==> config.mk <==
export PLATFORM = sky130hd
export DESIGN_NAME = standby_mode_controller
export DESIGN_NICKNAME = d
export VERILOG_FILES = /design/src/core/standby_pkg.sv /design/src/core/timebase_edge.sv /design/src/core/standby_mode_controller.sv
export SDC_FILE = /design/constraint.sdc
export NUM_CORES = 1
export LEC_CHECK = 0
export BUFFER_PORTS_ARGS = -buffer_cell sky130_fd_sc_hd__buf_2
export CAP_MARGIN = 10
export CORE_MARGIN = 8
export CORE_UTILIZATION = 35
export CTS_CLUSTER_DIAMETER = 50
export DETAILED_ROUTE_END_ITERATION = 10
export PLACE_DENSITY = 0.59
export SLEW_MARGIN = 10
export SYNTH_ARGS = -nofsm -noshare
export SYNTH_HDL_FRONTEND = slang
export SYNTH_SLANG_ARGS = --single-unit
==> constraint.sdc <==
create_clock -name pclk -period 3.9 [get_ports pclk]
set_input_delay 0.39 -clock pclk [delete_from_list [all_inputs] [get_ports pclk]]
set_output_delay 0.39 -clock pclk [all_outputs]
set_load 0.02 [all_outputs]
==> src/core/standby_pkg.sv <==
// shared constants of the standby and clock-mode controller
`default_nettype none
package standby_pkg;
	// register byte offsets
	localparam logic [7:0] system_control_two_addr = 8'h00;
	localparam logic [7:0] timebase_control_addr = 8'h04;
	localparam logic [7:0] irq_control_addr = 8'h08;
	localparam logic [7:0] irq_enable_addr = 8'h0C;
	localparam logic [7:0] irq_pending_addr = 8'h10;
	localparam logic [7:0] status_addr = 8'h14;
	// system_control_two fields
	localparam int high_osc_bit = 7;
	localparam int low_osc_bit = 6;
	localparam int sysclk_sel_bit = 5;
	localparam int idle_req_bit = 4;
	localparam int tg_halt_bit = 2;
	localparam logic [7:0] system_control_two_rst = 8'h80;
	localparam logic [7:0] system_control_two_mask = 8'hF4;
	// timebase_control fields
	localparam int timebase_enable_bit = 3;
	localparam int tb_sel_lsb = 0;
	localparam int tb_sel_width = 3;
	localparam int tb_taps = 8;
	localparam logic [7:0] timebase_control_rst = 8'h00;
	// interrupt sources
	localparam int irq_count = 8;
	localparam int watchdog_irq_bit = 0;
	localparam int timebase_irq_bit = 7;
	localparam logic [7:0] irq_rst = 8'h00;
	// status fields
	localparam int status_mode_lsb = 0;
	localparam int status_pc_lsb = 16;
	// program counter offset past the halt-starting instruction
	localparam logic [15:0] halt_pc_step = 16'h0002;
	// controller states
	typedef enum logic [1:0] {
		st_run,
		st_light_halt,
		st_deep_halt
	} halt_state_t;
endpackage : standby_pkg
`default_nettype wire

==> src/core/timebase_edge.sv <==
// selects a time base tap, synchronises it and flags its falling edge
`default_nettype none
module timebase_edge (
	input wire logic pclk,
	input wire logic presetn,
	input wire logic [standby_pkg::tb_taps-1:0] tb_tap,
	input wire logic [standby_pkg::tb_sel_width-1:0] tb_select,
	output logic tb_fall
);
	import standby_pkg::*;

	logic [tb_taps-1:0] sync_a;
	logic [tb_taps-1:0] sync_b;
	logic tap_prev;
	logic next_tap_prev;
	logic next_fall;

	// two-stage synchroniser per tap; taps are async to pclk
	genvar gi;
	generate
		for (gi = 0; gi < tb_taps; gi++) begin : g_sync
			always_ff @(posedge pclk or negedge presetn) begin
				if (!presetn) begin
					sync_a[gi] <= 1'b0;
					sync_b[gi] <= 1'b0;
				end else begin
					sync_a[gi] <= tb_tap[gi];
					sync_b[gi] <= sync_a[gi];
				end
			end
		end
	endgenerate

	// the edge is judged on the synchronised tap, so the wait can end early after a select change
	always_comb begin
		next_tap_prev = sync_b[tb_select];
		next_fall = tap_prev & ~sync_b[tb_select];
	end

	always_ff @(posedge pclk or negedge presetn) begin
		if (!presetn) begin
			tap_prev <= 1'b0;
			tb_fall <= 1'b0;
		end else begin
			tap_prev <= next_tap_prev;
			tb_fall <= next_fall;
		end
	end

	a_fall_source: assert property (@(posedge pclk) disable iff (!presetn)
		tb_fall |-> $past(tap_prev) && !$past(sync_b[tb_select]))
		else $error("falling edge flagged without a falling tap");
endmodule : timebase_edge
`default_nettype wire

==> src/core/standby_mode_controller.sv <==
// standby and clock-mode controller with an APB register slave
//
// Our own choices: the placing of the registers and register access over APB.
`default_nettype none
// Contract
// - light halt stops CPU and watchdog; peripherals keep clocks.
// - light halt keeps memory, registers, status word and port latches unchanged.
// - halt resume address is the requesting instruction address plus two.
// - firmware clears master enable, sets wake enable; idle bit write enters light halt.
// - master enable low: enabled interrupt ends light halt, no vectoring.
// - master enable high: enabled interrupt ends light halt and is serviced.
// - light halt end clears idle bit and returns to prior mode.
// - reset ends any halt; restart in fast single clock mode.
// - watchdog interrupt just before a halt request is serviced, halt refused.
// - deep halt stops every peripheral clock except the time base timer.
// - writing the timing generator halt bit to one enters deep halt.
// - AND of enables low: tap falling edge ends deep halt, no service.
// - AND of enables high: tap falling edge ends deep halt with service.
// - deep halt end clears halt bit and restores prior mode.
// - time base enabled at deep halt request sets the time base latch.
// - deep halt entry and exit ignore the time base enable.
// - asynchronous release may make the deep halt shorter than selected.
// - clearing both oscillator enables in one write raises a system clock reset.
module standby_mode_controller (
	input wire logic pclk,
	input wire logic presetn,
	input wire logic psel,
	input wire logic penable,
	input wire logic pwrite,
	input wire logic [7:0] paddr,
	input wire logic [31:0] pwdata,
	output logic [31:0] prdata,
	output logic pready,
	output logic pslverr,
	input wire logic [standby_pkg::irq_count-1:0] irq_source,
	input wire logic [15:0] instr_addr,
	input wire logic [standby_pkg::tb_taps-1:0] tb_tap,
	output logic cpu_halt,
	output logic watchdog_halt,
	output logic periph_clk_stop,
	output logic high_osc_en,
	output logic low_osc_en,
	output logic sysclk_select,
	output logic sysclk_reset,
	output logic irq_service,
	output logic [2:0] irq_service_id,
	output logic resume_pulse,
	output logic [15:0] halt_pc
);
	import standby_pkg::*;

	halt_state_t state, next_state;
	logic [7:0] sysctl, next_sysctl;
	logic [7:0] tbctl, next_tbctl;
	logic master_en, next_master_en;
	logic [7:0] irq_en, next_irq_en;
	logic [7:0] irq_pend, next_irq_pend;
	logic [15:0] next_halt_pc;
	logic [31:0] next_prdata;
	logic next_pready, next_pslverr;
	logic next_sysclk_reset, next_irq_service, next_resume_pulse;
	logic [2:0] next_irq_service_id;
	logic tb_fall;
	logic wr_take, setup;
	logic idle_req, deep_req, wd_block;
	logic [7:0] wake;
	logic tb_and;

	// lowest-numbered pending source wins service
	function automatic logic [2:0] first_set(input logic [7:0] v);
		logic [2:0] r;
		r = 3'h0;
		for (int i = irq_count - 1; i >= 0; i--) begin
			if (v[i]) begin
				r = 3'(i);
			end
		end
		return r;
	endfunction : first_set

	// address decode for the error answer; the read mux has its own case decode
	function automatic logic mapped(input logic [7:0] a);
		return a == system_control_two_addr || a == timebase_control_addr ||
			a == irq_control_addr || a == irq_enable_addr ||
			a == irq_pending_addr || a == status_addr;
	endfunction : mapped

	timebase_edge u_tb_edge (
		.pclk(pclk),
		.presetn(presetn),
		.tb_tap(tb_tap),
		.tb_select(tbctl[tb_sel_lsb +: tb_sel_width]),
		.tb_fall(tb_fall)
	);

	// bus phase qualifiers; a write lands only at the access edge with pready high
	assign setup = psel & ~penable;
	assign wr_take = psel & penable & pready & pwrite;
	assign idle_req = wr_take && paddr == system_control_two_addr && pwdata[idle_req_bit];
	assign deep_req = wr_take && paddr == system_control_two_addr && pwdata[tg_halt_bit];
	// a watchdog event just ahead of the request cancels it
	assign wd_block = irq_pend[watchdog_irq_bit] | irq_source[watchdog_irq_bit];
	assign wake = irq_pend & irq_en;
	assign tb_and = master_en & irq_en[timebase_irq_bit] & tbctl[timebase_enable_bit];

	// register file and halt sequencing
	always_comb begin
		next_state = state;
		next_sysctl = sysctl;
		next_tbctl = tbctl;
		next_master_en = master_en;
		next_irq_en = irq_en;
		next_halt_pc = halt_pc;
		next_sysclk_reset = 1'b0;
		next_irq_service = 1'b0;
		next_irq_service_id = irq_service_id;
		next_resume_pulse = 1'b0;
		// software clear first so that a new event below wins over it
		next_irq_pend = irq_pend;
		if (wr_take && paddr == irq_pending_addr) begin
			next_irq_pend = irq_pend & ~pwdata[7:0];
		end
		next_irq_pend = next_irq_pend | irq_source;
		if (tb_fall && tbctl[timebase_enable_bit]) begin
			next_irq_pend[timebase_irq_bit] = 1'b1;
		end
		if (wr_take && state == st_run) begin
			case (paddr)
				system_control_two_addr: begin
					next_sysctl = pwdata[7:0] & system_control_two_mask;
					// both oscillators off would leave the CPU with no clock
					if (!pwdata[high_osc_bit] && !pwdata[low_osc_bit]) begin
						next_sysctl = system_control_two_rst;
						next_sysclk_reset = 1'b1;
					end
				end
				timebase_control_addr: next_tbctl = pwdata[7:0] & 8'h0F;
				irq_control_addr: next_master_en = pwdata[0];
				irq_enable_addr: next_irq_en = pwdata[7:0];
				default: ;
			endcase
		end
		case (state)
			st_run: begin
				if ((idle_req || deep_req) && !next_sysclk_reset) begin
					if (wd_block) begin
						// service the watchdog, stay running
						next_sysctl[idle_req_bit] = 1'b0;
						next_sysctl[tg_halt_bit] = 1'b0;
						next_irq_service = 1'b1;
						next_irq_service_id = 3'(watchdog_irq_bit);
					end else begin
						next_halt_pc = 16'(instr_addr + halt_pc_step);
						if (deep_req) begin
							next_state = st_deep_halt;
							next_sysctl[idle_req_bit] = 1'b0;
							if (tbctl[timebase_enable_bit]) begin
								next_irq_pend[timebase_irq_bit] = 1'b1;
							end
						end else begin
							next_state = st_light_halt;
						end
					end
				end
			end
			st_light_halt: begin
				if (wake != 8'h00) begin
					next_state = st_run;
					next_sysctl[idle_req_bit] = 1'b0;
					if (master_en) begin
						next_irq_service = 1'b1;
						next_irq_service_id = first_set(wake);
					end else begin
						next_resume_pulse = 1'b1;
					end
				end
			end
			st_deep_halt: begin
				// release ignores the time base enable; only service depends on it
				if (tb_fall) begin
					next_state = st_run;
					next_sysctl[tg_halt_bit] = 1'b0;
					if (tb_and) begin
						next_irq_service = 1'b1;
						next_irq_service_id = 3'(timebase_irq_bit);
					end else begin
						next_resume_pulse = 1'b1;
					end
				end
			end
			default: next_state = st_run;
		endcase
	end

	// read data and answer prepared in the setup cycle, shown in the access cycle
	always_comb begin
		next_pready = setup;
		next_pslverr = setup & ~mapped(paddr);
		next_prdata = 32'h0000_0000;
		if (setup && !pwrite) begin
			case (paddr)
				system_control_two_addr: next_prdata = {24'h00_0000, sysctl};
				timebase_control_addr: next_prdata = {24'h00_0000, tbctl};
				irq_control_addr: next_prdata = {31'h0000_0000, master_en};
				irq_enable_addr: next_prdata = {24'h00_0000, irq_en};
				irq_pending_addr: next_prdata = {24'h00_0000, irq_pend};
				status_addr: next_prdata = {halt_pc, 14'h0000, state};
				default: next_prdata = 32'h0000_0000;
			endcase
		end
	end

	// reset lands in fast single clock mode with all halts ended
	always_ff @(posedge pclk or negedge presetn) begin
		if (!presetn) begin
			state <= st_run;
			sysctl <= system_control_two_rst;
			tbctl <= timebase_control_rst;
			master_en <= 1'b0;
			irq_en <= irq_rst;
			irq_pend <= irq_rst;
			halt_pc <= 16'h0000;
			prdata <= 32'h0000_0000;
			pready <= 1'b0;
			pslverr <= 1'b0;
			sysclk_reset <= 1'b0;
			irq_service <= 1'b0;
			irq_service_id <= 3'h0;
			resume_pulse <= 1'b0;
			cpu_halt <= 1'b0;
			watchdog_halt <= 1'b0;
			periph_clk_stop <= 1'b0;
			high_osc_en <= 1'b1;
			low_osc_en <= 1'b0;
			sysclk_select <= 1'b0;
		end else begin
			state <= next_state;
			sysctl <= next_sysctl;
			tbctl <= next_tbctl;
			master_en <= next_master_en;
			irq_en <= next_irq_en;
			irq_pend <= next_irq_pend;
			halt_pc <= next_halt_pc;
			prdata <= next_prdata;
			pready <= next_pready;
			pslverr <= next_pslverr;
			sysclk_reset <= next_sysclk_reset;
			irq_service <= next_irq_service;
			irq_service_id <= next_irq_service_id;
			resume_pulse <= next_resume_pulse;
			// CPU core holds its own state while stalled, so nothing else is touched
			cpu_halt <= next_state != st_run;
			watchdog_halt <= next_state != st_run;
			periph_clk_stop <= next_state == st_deep_halt;
			// oscillator bits stay as set, so leaving a halt restores the prior mode
			high_osc_en <= next_sysctl[high_osc_bit];
			low_osc_en <= next_sysctl[low_osc_bit];
			sysclk_select <= next_sysctl[sysclk_sel_bit];
		end
	end

	a_light_entry: assert property (@(posedge pclk) disable iff (!presetn)
		(state == st_run && idle_req && !deep_req && !wd_block && !next_sysclk_reset)
		|=> state == st_light_halt && cpu_halt && watchdog_halt && !periph_clk_stop)
		else $error("idle request did not enter light halt");
	a_light_clocks: assert property (@(posedge pclk) disable iff (!presetn)
		state == st_light_halt |-> cpu_halt && watchdog_halt && !periph_clk_stop)
		else $error("light halt clock gating wrong");
	a_resume_pc: assert property (@(posedge pclk) disable iff (!presetn)
		(state == st_run && next_state != st_run) |=> halt_pc == 16'($past(instr_addr) + 16'h0002))
		else $error("resume address not two past the instruction");
	a_quiet_release: assert property (@(posedge pclk) disable iff (!presetn)
		(state == st_light_halt && wake != 8'h00 && !master_en)
		|=> resume_pulse && !irq_service && state == st_run && !sysctl[idle_req_bit])
		else $error("light halt release without master enable wrong");
	a_vector_release: assert property (@(posedge pclk) disable iff (!presetn)
		(state == st_light_halt && wake != 8'h00 && master_en)
		|=> irq_service && !resume_pulse && state == st_run)
		else $error("light halt release did not request service");
	a_wd_refuse: assert property (@(posedge pclk) disable iff (!presetn)
		(state == st_run && (idle_req || deep_req) && wd_block && !next_sysclk_reset)
		|=> state == st_run && irq_service && irq_service_id == 3'h0)
		else $error("halt entered despite watchdog event");
	a_deep_entry: assert property (@(posedge pclk) disable iff (!presetn)
		(state == st_run && deep_req && !wd_block && !next_sysclk_reset)
		|=> state == st_deep_halt && periph_clk_stop && sysctl[tg_halt_bit])
		else $error("halt bit write did not enter deep halt");
	a_tb_latch: assert property (@(posedge pclk) disable iff (!presetn)
		(state == st_run && deep_req && !wd_block && !next_sysclk_reset &&
		tbctl[timebase_enable_bit]) |=> irq_pend[timebase_irq_bit])
		else $error("time base latch not set at deep halt request");
	a_deep_exit: assert property (@(posedge pclk) disable iff (!presetn)
		(state == st_deep_halt && tb_fall)
		|=> state == st_run && !sysctl[tg_halt_bit] && (irq_service ^ resume_pulse))
		else $error("deep halt exit wrong");
	a_deep_service: assert property (@(posedge pclk) disable iff (!presetn)
		(state == st_deep_halt && tb_fall) |=> irq_service == $past(tb_and))
		else $error("deep halt service choice wrong");
	a_clock_reset: assert property (@(posedge pclk) disable iff (!presetn)
		(wr_take && state == st_run && paddr == system_control_two_addr &&
		!pwdata[high_osc_bit] && !pwdata[low_osc_bit])
		|=> sysclk_reset && high_osc_en && !low_osc_en ##1 !sysclk_reset)
		else $error("system clock reset not raised");
endmodule : standby_mode_controller
`default_nettype wire

Yosys cells after proc, flatten, opt, wreduce, memory -nomap -nowiden
Cells that the tools add are included.
{"block": "word_totals", "regBits": 110}
{"block": "classes", "magnitude_cmp": 1, "eq_ne": 14, "reduce_logical": 30, "muxes": 59, "add_sub_neg": 1, "bitwise_logic": 17}
{"operator": "32-bit one-hot mux with 6 select lines", "count": 1}
{"operator": "3-bit two-way mux", "count": 14}
{"operator": "32-bit two-way mux", "count": 1}
{"operator": "8-bit two-way mux", "count": 4}
{"operator": "1-bit two-way mux", "count": 27}
{"operator": "16-bit by 2-bit adder with 16-bit output (second input constant)", "count": 1}
{"operator": "8-bit bitwise AND", "count": 2}
{"operator": "8-bit by 4-bit equality test with 1-bit output (second input constant)", "count": 2}
{"operator": "8-bit by 5-bit equality test with 1-bit output (second input constant)", "count": 2}
{"operator": "2-bit two-way mux", "count": 5}
{"operator": "1-bit logical AND", "count": 9}
{"operator": "3-bit one-hot mux with 3 select lines", "count": 1}
{"operator": "1-bit bitwise AND", "count": 8}
{"operator": "8-bit by 3-bit equality test with 1-bit output (second input constant)", "count": 1}
{"operator": "8-bit zero test", "count": 1}
{"operator": "2-bit inequality test (second input constant)", "count": 4}
{"operator": "8-bit inverter", "count": 1}
{"operator": "8-bit OR", "count": 1}
{"operator": "2-bit AND reduction", "count": 4}
{"operator": "8-bit nonzero test", "count": 1}
{"operator": "7-bit AND reduction", "count": 1}
{"operator": "1-bit logical OR", "count": 6}
{"operator": "1-bit one-hot mux with 2 select lines", "count": 3}
{"operator": "2-bit one-hot mux with 3 select lines", "count": 1}
{"operator": "other kinds (13)", "count": 21}

Logic depth before layout (Yosys ltp)
Gate-level depths: netlist (run 1).
{"block": "logic_depth", "depth_word": 12, "mapped_depth": 8}

Modules after synthesis
From an unflattened synthesis (run 1), not the netlist that was laid out.
{"block": "unflattened", "cells_unflattened": 392, "hier_area_um2": 4319.1}
{"mod": "standby_mode_controller", "cells_each": 366, "area_per_inst_um2": 3791.1, "instances": 1}
{"mod": "timebase_edge", "cells_each": 26, "area_per_inst_um2": 528.0, "instances": 1}

Worst setup path before layout (run 1)
No wires, ideal clock.
{"block": "synth_timing", "kind": "register to register", "start": "reg state[0]", "end": "reg irq_service_id[0]", "setup_slack_ps": 1519, "t_arrival_ps": 2257, "stages_incl_launch_ff": 8, "required_time_ps": 3775, "synth_period_minus_slack_ps": 2381, "n_path_buf": 1, "path_cell_list": "dfrtp_1 inv_1 ha_1 clkbuf_1 a21oi_1 nand3_1 a211oi_2 mux2_2"}
{"block": "synth_between", "elab_chain_cells": 7, "word_cells_on_any_way": 16, "classes_between": "8 x eq/ne; 2 x mux; 6 x reduce/logical"}
{"element": "start: declaration", "line": "standby_mode_controller.sv:52", "text": "halt_state_t state, next_state;"}
{"element": "start signal: assignment", "line": "standby_mode_controller.sv:216", "text": "state <= st_run;"}
{"element": "start signal: assignment", "line": "standby_mode_controller.sv:237", "text": "state <= next_state;"}
{"element": "2-bit zero test", "line": "standby_mode_controller.sv:127, standby_mode_controller.sv:143"}
{"element": "1-bit logical AND", "line": "standby_mode_controller.sv:127", "text": "if (wr_take && state == st_run) begin"}
{"element": "1-bit two-way mux", "line": "standby_mode_controller.sv:127"}
{"element": "1-bit zero test", "line": "standby_mode_controller.sv:145", "text": "if ((idle_req || deep_req) && !next_sysclk_reset) begin"}
{"element": "1-bit logical AND", "line": "standby_mode_controller.sv:145"}
{"element": "2-bit by 1-bit inequality test with 1-bit output (no source line)"}
{"element": "7-bit AND reduction (no source line)"}
{"element": "end signal: assignment", "line": "standby_mode_controller.sv:249", "text": "irq_service_id <= next_irq_service_id;"}
{"element": "end: declaration", "line": "standby_mode_controller.sv:46", "text": "output logic [2:0] irq_service_id,"}
Parallel ways exist; a longest one is shown, timed or not.
A chain may end at the register's enable or synchronous reset.

Worst setup path in the final report (run 1)
{"block": "layout_timing", "start": "reg state[1]", "end": "reg irq_service"}
{"block": "layout_between", "elab_chain_cells": 7, "word_cells_on_any_way": 9, "classes_between": "2 x eq/ne; 3 x mux; 4 x reduce/logical"}
{"element": "2-bit zero test", "line": "standby_mode_controller.sv:127, standby_mode_controller.sv:143"}
{"element": "1-bit logical AND", "line": "standby_mode_controller.sv:127"}
{"element": "1-bit two-way mux", "line": "standby_mode_controller.sv:127"}
{"element": "1-bit zero test", "line": "standby_mode_controller.sv:145"}
{"element": "1-bit logical AND", "line": "standby_mode_controller.sv:145"}
{"element": "1-bit two-way mux", "line": "standby_mode_controller.sv:145"}
{"element": "1-bit one-hot mux with 3 select lines (*)", "line": "standby_mode_controller.sv:143", "text": "case (state)"}
{"element": "named net next_irq_service", "line": "standby_mode_controller.sv:61", "text": "logic next_sysclk_reset, next_irq_service, next_resume_pulse;"}
{"element": "end signal: assignment", "line": "standby_mode_controller.sv:248", "text": "irq_service <= next_irq_service;"}
{"element": "end: declaration", "line": "standby_mode_controller.sv:45", "text": "output logic irq_service,"}
Mark *: on every way through the listed nets, which the timed path passes. The rest lies on a longest branch.

==> results of run 1 <==
## cell usage after synthesis, drive strengths merged (3+ instances only)
cell type	number	area [sq um]
and3	22	138
ha	6	75.1
nor2b	6	37.5
or4	3	30.0
o21ai	13	65.1
mux2	31	349
a211oi	3	27.5
inv	12	45.0
nand3	12	60.1
nand4	6	52.6
dfrtp	95	2380
xnor2	8	70.1
clkbuf	3	11.3
a31oi	3	18.8
a21oi	11	55.1
xor2	5	43.8
a222oi	6	60.1
a21o	8	60.1
nand2b	3	18.8
mux2i	3	30.0
buf	13	90.1
nand2	35	131
a22oi	3	22.5
nor2	13	48.8
nor3	7	46.3
## registers in the layout, summed over array words and instances, names as in the netlist, 2 cells and up
signal / count
prdata: 24
irq_pend: 8
state: 2
sysctl: 5
u_tb_edge.sync_b: 8
u_tb_edge.sync_a: 8
irq_en: 8
halt_pc: 16
tbctl: 4
irq_service_id: 3
## critical path, cell delays in order, from the launching register on
cell and delay, ns:
dfrtp_1 0.47, inv_1 0.14, ha_1 0.45, inv_1 0.15, or4_1 0.76, or3b_1 0.47
a31oi_1 0.21
## power by group
part           internal (mW)  switching (mW)  leakage, nW
Sequential              1.02          0.0111         1.24
Clock                  0.449           0.371        0.136
Combinational         0.0606           0.109         1.23
Total                   1.53           0.491         2.61
## cell families after synthesis
kind of cell    synth area share
compound gates            0.0979
xor+xnor                  0.0270
fa+ha+maj                 0.0178
buf+inv                   0.0347
flops                      0.570
mux                        0.101
other cells             0.000889
simple gates               0.151
## metal layers
| layer | vias up | global-route usage | wire length [um] |
|---|---|---|---|
| li1 | 1486 | - | - |
| met1 | 1573 | 0.167 | 4490 |
| met2 | 104 | 0.232 | 5160 |
| met3 | 11 | 0.0654 | 954 |
| met4 | 0 | 0.0467 | 146 |
| met5 | - | 0 | 0 |
## cell type report
type	count	area, sq um	share of cell area
Antenna cell	1	2.50	0.000484
Timing Repair Buffer	110	563	0.109
Sequential cell	96	2400	0.465
Clock inverter	5	31.3	0.00605
Inverter	12	45.0	0.00871
Clock buffer	11	243	0.0469
Multi-Input combinational cell	239	1700	0.329
Tap cell	147	184	0.0356
## through the flow
step	hold WS, ns	power, mW	cell area (sq um)	cells	worst slack, ns
after global placement	0.337	1.22	4890	604	0.945
after global routing	0.126	2.12	5170	620	0.952
final	0.147	2.02	5170	621	1.14
after floorplan	0.0944	1.14	4240	363	1.52
after CTS	0.129	2.05	5170	620	1.13
after detailed placement	0.338	1.22	4890	604	0.902
## how the worst min path moves through the flow
stage | slack, ns | end
2_1_floorplan | 0.09 | halt_pc[0]$_DFFE_PN0P_
3_3_place_gp | 0.34 | u_tb_edge.sync_b[3]$_DFF_PN0_
3_5_place_dp | 0.34 | u_tb_edge.sync_b[4]$_DFF_PN0_
4_1_cts | 0.13 | u_tb_edge.sync_a[0]$_DFF_PN0_
5_1_grt | 0.13 | u_tb_edge.sync_a[2]$_DFF_PN0_
6_report | 0.15 | u_tb_edge.sync_a[0]$_DFF_PN0_
==> impl_metrics.py, run 1 <==
metrics = {
    "min_path": {
        "holdCritStartpoint": "tb_tap[0]",
        "holdCritPathClass": "input port to flop",
        "holdPathStages": 1,
    },
    "finish": {
        "layout_common_cells": "buf_2 (105), dfrtp_1 (95), nand2_1 (35), mux2_2 (31), and3_1 (22)",
        "drive_above_1_share": 0.355,
        "finish.utilization": 0.434,
        "layout_commonest_cell": "buf_2",
        "area_delta_synth_final_pct": 22.6,
        "fillers": 1149,
        "layout.nets": 551,
    },
    "sta": {
        "timing.fmax_mhz": 362,
        "finClkSkew_ns": 0.00634,
        "fin_setup_tns_ns": 0,
        "final_max_slew_viol_count": 0,
        "period_needed_ns": 2.76,
        "worstMarginPinSlew_ns": 0.952,
        "rsz0062_at_grt": "false",
        "max-slew-margin-rel": 0.365,
        "hold_viol": 0,
        "post-route-period-util": 0.707,
        "finalSetupViolCount": 0,
    },
    "clock_tree": {
        "root_buffer": "clkbuf_16",
        "htreeDepth": 3,
        "post-cts-setup-buffer-count": 0,
        "cts_hold_buf": 0,
        "ctsResizeCount": 0,
        "clk_latency_ns": 0.35,
        "numCtsBuffers": 9,
        "cts_buffer_depth": 2,
        "cts_tree": "done",
        "clk_pin_slew_ns": 0.06,
        "clock-sinks": 96,
    },
    "drt": {
        "route.detailed.drc": 0,
        "wl_um": 10700,
        "dr.pass1.iters": 6,
        "viasPerCell": 5.11,
        "vias": 3174,
        "wl_per_cell_um": 17.3,
        "ant_nets": 0,
        "dr.first_iter.drc_count": 186,
    },
    "placed_design": {
        "gp_congestion": 0.851,
        "io_buffers": 106,
        "hpwl_um": 8100,
    },
    "setup_path": {
        "crit_path_end_kind": "flop",
        "ff2ff_setup_slack_ns": 1.14,
        "critPathRequiredTime_ns": 4.14,
        "crit_type": "flop to flop",
        "r2r_cells": 6,
        "r2r-end": "irq_service$_DFF_PN0_",
        "cp-endpoint": "irq_service$_DFF_PN0_",
        "cp_max_fo": 11,
        "critPathArrivalTime_ns": 3.00,
        "worstSetupStartpointType": "flop",
        "cp-startpoint": "state[1]$_DFF_PN0_",
        "worstReg2RegStart": "state[1]$_DFF_PN0_",
    },
    "floorplanning": {
        "die_h_um": 126,
        "die_area_sq_um": 15800,
        "core_area_sq_um": 11900,
        "initial_core_util": 0.354,
        "ioPinCount": 139,
        "dieWidth_um": 126,
        "row_count": 40,
    },
    "logic_synthesis": {
        "synth-seq-area-share": 0.570,
        "yosysWarnings": 0,
        "syn_inst": 356,
        "async_reset_ff_frac": 1.00,
        "syn_area_sq_um": 4220,
        "syn_avg_cell_area_sq_um": 11.8,
        "synth-edff-count": 0,
        "ys_seq_elements": 96,
        "synth.distinct_cells": 51,
        "synthFlopType": "dfrtp_1",
    },
    "global_routing": {
        "grt_usage": 0.144,
        "grt_pass1_vias": 3350,
        "grt.overflow.total": 0,
        "grt_max_degree": 78,
        "grt_pass1_wl_um": 17800,
        "grt_antenna_before_repair": 0,
    },
    "run_status": {
        "status": "completed",
    },
    "power": {
        "p_leak_nw": 2.61,
        "power.density_nw_per_um2": 390,
        "peakVddDrop_mv": 0.358,
    },
    "flow_run": {
        "drv_cap": 0,
    },
}
Power figures use the tool's default switching activity.
==> run 2, diff against run 1 <==
- PLACE_DENSITY: 0.59 -> 0.61
- clock period: 3.9 -> 2.5 ns (I/O delays scaled with it)
==> run 2 against run 1 <==
Against the previous run: critical path depth grew 1; die area is the same; first-iteration DRC count down 23%; via count rose by 2.2%; clock skew is 0.0055 ns higher; non-clock buffer count rose by 22; worst hold slack got worse by 0.067 ns; sequential power rose by 55%; combinational power grew 74%; total power up 55%; sequential share of layout area fell by 1.6 points; design area grew 3.5%; critical endpoint is now sysctl[2]$_DFF_PN0_.
==> impl_metrics.py, run 2 (synthesis results as in run 1) <==
metrics = {
    "clock_tree": {
        "numCtsBuffers": 9,
        "post-cts-setup-buffer-count": 0,
        "clk_pin_slew_ns": 0.06,
        "clock-sinks": 96,
        "clk_latency_ns": 0.35,
        "cts_tree": "done",
        "ctsResizeCount": 0,
        "cts_buffer_depth": 2,
        "htreeDepth": 3,
        "root_buffer": "clkbuf_16",
    },
    "drt": {
        "route.detailed.drc": 0,
        "dr.first_iter.drc_count": 143,
        "viasPerCell": 5.06,
        "vias": 3245,
        "ant_nets": 0,
        "wl_um": 11100,
        "dr.pass1.iters": 4,
        "wl_per_cell_um": 17.3,
    },
    "finish": {
        "design_area_sq_um": 5350,
        "regMostFlops": "prdata",
        "drive_above_1_share": 0.360,
        "insertedDiodeCount": 0,
        "instances_no_fill": 641,
        "area_delta_synth_final_pct": 26.9,
        "layout.nets": 573,
        "fillers": 1148,
        "largest_reg_flops": 24,
        "layout_common_cells": "buf_2 (105), dfrtp_1 (95), nand2_1 (35), mux2_2 (31), and3_1 (22)",
        "largestRegisters": "prdata x24, halt_pc x16",
        "layout_commonest_cell": "buf_2",
    },
    "floorplanning": {
        "initial_core_util": 0.354,
        "core_area_sq_um": 11900,
        "die_area_sq_um": 15800,
        "ioPinCount": 139,
        "dieWidth_um": 126,
        "die_h_um": 126,
        "row_count": 40,
    },
    "sta": {
        "period_needed_ns": 2.27,
        "finClkSkew_ns": 0.0118,
        "rsz0062_at_grt": "false",
        "fin_hold_ws_ns": 0.0803,
        "fin_setup_tns_ns": 0,
        "finalSetupViolCount": 0,
        "max-slew-margin-rel": 0.585,
        "hold_viol": 0,
        "post-route-period-util": 0.908,
        "final_max_slew_viol_count": 0,
        "timing.fmax_mhz": 440,
        "worstMarginPinSlew_ns": 0.621,
    },
    "flow_run": {
        "drv_cap": 0,
    },
    "placed_design": {
        "gp_congestion": 0.870,
        "dpl-instance-area_sq_um": 5000,
        "dp.cells": 617,
        "io_buffers": 106,
        "hpwl_um": 8200,
    },
    "global_routing": {
        "grt_pass1_wl_um": 18100,
        "grt_pass1_vias": 3518,
        "grt_max_degree": 66,
        "grt.overflow.total": 0,
        "grt_antenna_before_repair": 1,
        "grt_usage": 0.145,
    },
    "setup_path": {
        "critPathArrivalTime_ns": 2.50,
        "crit_type": "flop to flop",
        "cp_max_fo": 9,
        "cp_cell_sequence": "inv_1, ha_1, inv_1, or4_1, or3b_1, o21ai_0, a21oi_1",
        "r2r_cells": 7,
        "cp-startpoint": "state[0]$_DFF_PN0_",
        "worstSetupStartpointType": "flop",
        "worstReg2RegStart": "state[0]$_DFF_PN0_",
        "crit_path_end_kind": "flop",
        "crit_slowest_cell": "or4_1",
        "ff2ff_setup_slack_ns": 0.23,
        "critPathRequiredTime_ns": 2.73,
        "cp_slowest_stage_delay_ns": 0.57,
        "worst_path_most_repeated_cell": "inv_1",
    },
    "min_path": {
        "holdPathStages": 2,
        "holdCritStartpoint": "irq_source[3]",
        "holdCritPathClass": "input port to flop",
    },
    "power": {
        "p_leak_nw": 2.70,
        "power.density_nw_per_um2": 585,
        "peakVddDrop_mv": 0.495,
    },
    "run_status": {
        "status": "completed",
    },
}
[run 2: worst paths after layout]
check / end
min in group asynchronous: irq_service$_DFF_PN0_
min: irq_pend[3]$_DFF_PN0_
max in group asynchronous: sysctl[7]$_DFFE_PN1P_
max reg2reg: sysctl[2]$_DFF_PN0_
max: sysctl[2]$_DFF_PN0_
min reg2reg: u_tb_edge.sync_b[5]$_DFF_PN0_
[run 2: cell type report]
cell class                      count  area (sq um)  share of cell area
Clock buffer                       12           236              0.0442
Clock inverter                      3          20.0             0.00374
Inverter                           12          45.0             0.00842
Multi-Input combinational cell    239          1700               0.318
Sequential cell                    96          2400               0.449
Tap cell                          147           184              0.0344
Timing Repair Buffer              132           763               0.143
[run 2: timing repair]
item	CTS	global route
endpoints found under the setup margin	0	0
hold endpoints to repair	36	3
hold buffers	6	3
[run 2: where the power goes]
part / internal [mW] / switching, mW / total, mW
sequential: 1.59 / 0.0151 / 1.60
clock: 0.668 / 0.564 / 1.23
combinational: 0.115 / 0.180 / 0.295
[run 2: metrics by stage]
step	util	setup WS [ns]	power [mW]
final	0.449	0.230	3.13
after global routing	0.449	0.105	3.28
after CTS	0.447	0.235	3.17
after detailed placement	0.420	0.240	1.92
after global placement	0.420	0.267	1.91
after floorplan	-	0.119	1.77
[run 2: layer usage]
layer / GRT usage / part of all wire / vias up
met5: 0 / 0.00090 / -
met4: 0.0510 / 0.012 / 2
met3: 0.0624 / 0.082 / 12
met2: 0.229 / 0.47 / 105
met1: 0.174 / 0.43 / 1595
li1: - / - / 1531
[run 2: critical path: cells and delay by family (launching register included)]
family / cells / cell delay (ns)
buffers and inverters: 2 / 0.21
flip-flops: 1 / 0.40
AO/OA/AOI/OAI: 2 / 0.21
AND/OR/NAND/NOR: 2 / 1.00
adder cells (fa/ha/maj): 1 / 0.34
==> run 3, diff against run 2 <==
- PLACE_DENSITY: 0.61 -> unset
- PLACE_DENSITY_LB_ADDON: unset -> 0.05
- clock period: 2.5 -> 2.44 ns (I/O delays scaled with it)
==> run 3 against run 2 <==
Against the previous run: setup slack improved by 0.10 ns; combinational power rose by 5%; register-to-register slack improved by 0.10 ns; maximum frequency rose by 7.7%; sequential share of layout area fell by 0.82 points; worst hold slack got worse by 0.0095 ns; core utilization rose by 0.84 points; clock power rose by 25%; clock skew fell by 0.0033 ns; non-clock buffer count rose by 2; critical path type unchanged; critical endpoint is now irq_service$_DFF_PN0_.
==> impl_metrics.py, run 3 (synthesis results as in run 1) <==
metrics = {
    "global_routing": {
        "grt_antenna_before_repair": 1,
        "grt_pass1_vias": 3469,
        "grt_pass1_wl_um": 18300,
        "grt_usage": 0.146,
        "grt_max_degree": 65,
        "grt.overflow.total": 0,
    },
    "setup_path": {
        "crit_path_end_kind": "flop",
        "crit_type": "flop to flop",
        "critPathRequiredTime_ns": 2.67,
        "cp_max_fo": 4,
        "worstSetupStartpointType": "flop",
        "critPathArrivalTime_ns": 2.34,
    },
    "floorplanning": {
        "core_area_sq_um": 11900,
        "die_area_sq_um": 15800,
        "ioPinCount": 139,
        "row_count": 40,
        "die_h_um": 126,
        "dieWidth_um": 126,
        "initial_core_util": 0.354,
    },
    "clock_tree": {
        "cts_tree": "done",
        "root_buffer": "clkbuf_16",
        "clk_pin_slew_ns": 0.07,
        "numCtsBuffers": 9,
        "htreeDepth": 3,
        "clk_latency_ns": 0.35,
        "cts_buffer_depth": 2,
        "clock-sinks": 96,
    },
    "finish": {
        "layout_commonest_cell": "buf_2",
        "regMostFlops": "prdata",
        "multi_input_area_sq_um": 1700,
        "instances_no_fill": 645,
        "layout_common_cells": "buf_2 (105), dfrtp_1 (95), nand2_1 (35), mux2_2 (31), and3_1 (22)",
        "seq_area_sq_um": 2400,
        "largestRegisters": "prdata x24, halt_pc x16",
        "drive_above_1_share": 0.370,
        "area_delta_synth_final_pct": 29.3,
        "layout.nets": 575,
        "fillers": 1172,
        "largest_reg_flops": 24,
    },
    "run_status": {
        "status": "completed",
    },
    "placed_design": {
        "gp_congestion": 0.838,
        "dp.cells": 619,
        "hpwl_um": 8280,
        "io_buffers": 106,
    },
    "drt": {
        "wl_per_cell_um": 17.2,
        "dr.pass1.iters": 5,
        "dr.first_iter.drc_count": 152,
        "vias": 3236,
        "wl_um": 11100,
        "viasPerCell": 5.02,
        "route.detailed.drc": 0,
        "ant_nets": 0,
    },
    "sta": {
        "post-route-period-util": 0.864,
        "hold_viol": 0,
        "finalSetupViolCount": 0,
        "timing.fmax_mhz": 474,
        "worstMarginPinSlew_ns": 0.615,
        "max-slew-margin-rel": 0.588,
        "fin_setup_tns_ns": 0,
        "final_max_slew_viol_count": 0,
        "fin_hold_ws_ns": 0.0708,
        "rsz0062_at_grt": "false",
        "period_needed_ns": 2.11,
        "finClkSkew_ns": 0.00856,
    },
    "min_path": {
        "holdCritPathClass": "input port to flop",
    },
    "power": {
        "p_leak_nw": 2.75,
        "power.density_nw_per_um2": 640,
        "peakVddDrop_mv": 0.501,
        "power_mw": 3.49,
    },
    "flow_run": {
        "drv_cap": 0,
    },
}
run 3: where the power goes:
| group | switching, mW | total, mW | internal (mW) |
|---|---|---|---|
| clock | 0.630 | 1.54 | 0.907 |
| combinational | 0.186 | 0.309 | 0.123 |
| sequential | 0.0140 | 1.64 | 1.63 |
| total | 0.830 | 3.49 | 2.66 |
run 3: final cells by class:
type,instances,area share
inverters,12,0.00826
multi-input cells,239,0.312
well taps,147,0.0337
clock buffers,9,0.0413
repair buffers,134,0.145
clock inverters,7,0.0186
flip-flops and latches,96,0.441
diodes,1,0.000459
run 3: layer usage:
metal	wire length, um	GRT usage	up-vias
met5	0	0	-
met4	158	0.0418	0
met3	793	0.0612	11
met2	5450	0.242	99
met1	4690	0.169	1585
li1	-	-	1541
run 3: final timing paths:
check,from,depth (start not counted),slack (ns),endpoint
setup / recovery,state[1]$_DFF_PN0_,6,0.33,irq_service$_DFF_PN0_
hold / removal,irq_source[6],2,0.07,irq_pend[6]$_DFF_PN0_
setup reg to reg,state[1]$_DFF_PN0_,6,0.33,irq_service$_DFF_PN0_
hold reg to reg,u_tb_edge.sync_a[0]$_DFF_PN0_,0,0.35,u_tb_edge.sync_b[0]$_DFF_PN0_
max in group asynchronous,presetn,3,1.37,u_tb_edge.sync_a[4]$_DFF_PN0_
min in group asynchronous,presetn,2,0.38,state[1]$_DFF_PN0_
run 3: worst max-delay path: stages, from the launching register on:
cell and delay [ns]:
dfrtp_1 0.38, inv_1 0.11, ha_1 0.23, inv_1 0.10
or4_1 0.55, or3b_1 0.40, a31oi_1 0.22
run 3: repair_timing:
item,CTS,global route
buffers inserted,0,0
endpoints found under the hold margin,39,0
hold buffers,9,0
resized for setup,0,0
run 3: stage by stage:
| step | util | cell area [sq um] | worst slack (ns) |
|---|---|---|---|
| 3_3_place_gp | 0.422 | 5030 | 0.229 |
| 5_1_grt | 0.458 | 5450 | 0.218 |
| 6_report | 0.458 | 5450 | 0.332 |
| 4_1_cts | 0.457 | 5450 | 0.334 |
| 3_5_place_dp | 0.422 | 5030 | 0.209 |
| 2_1_floorplan | - | 4240 | 0.0588 |
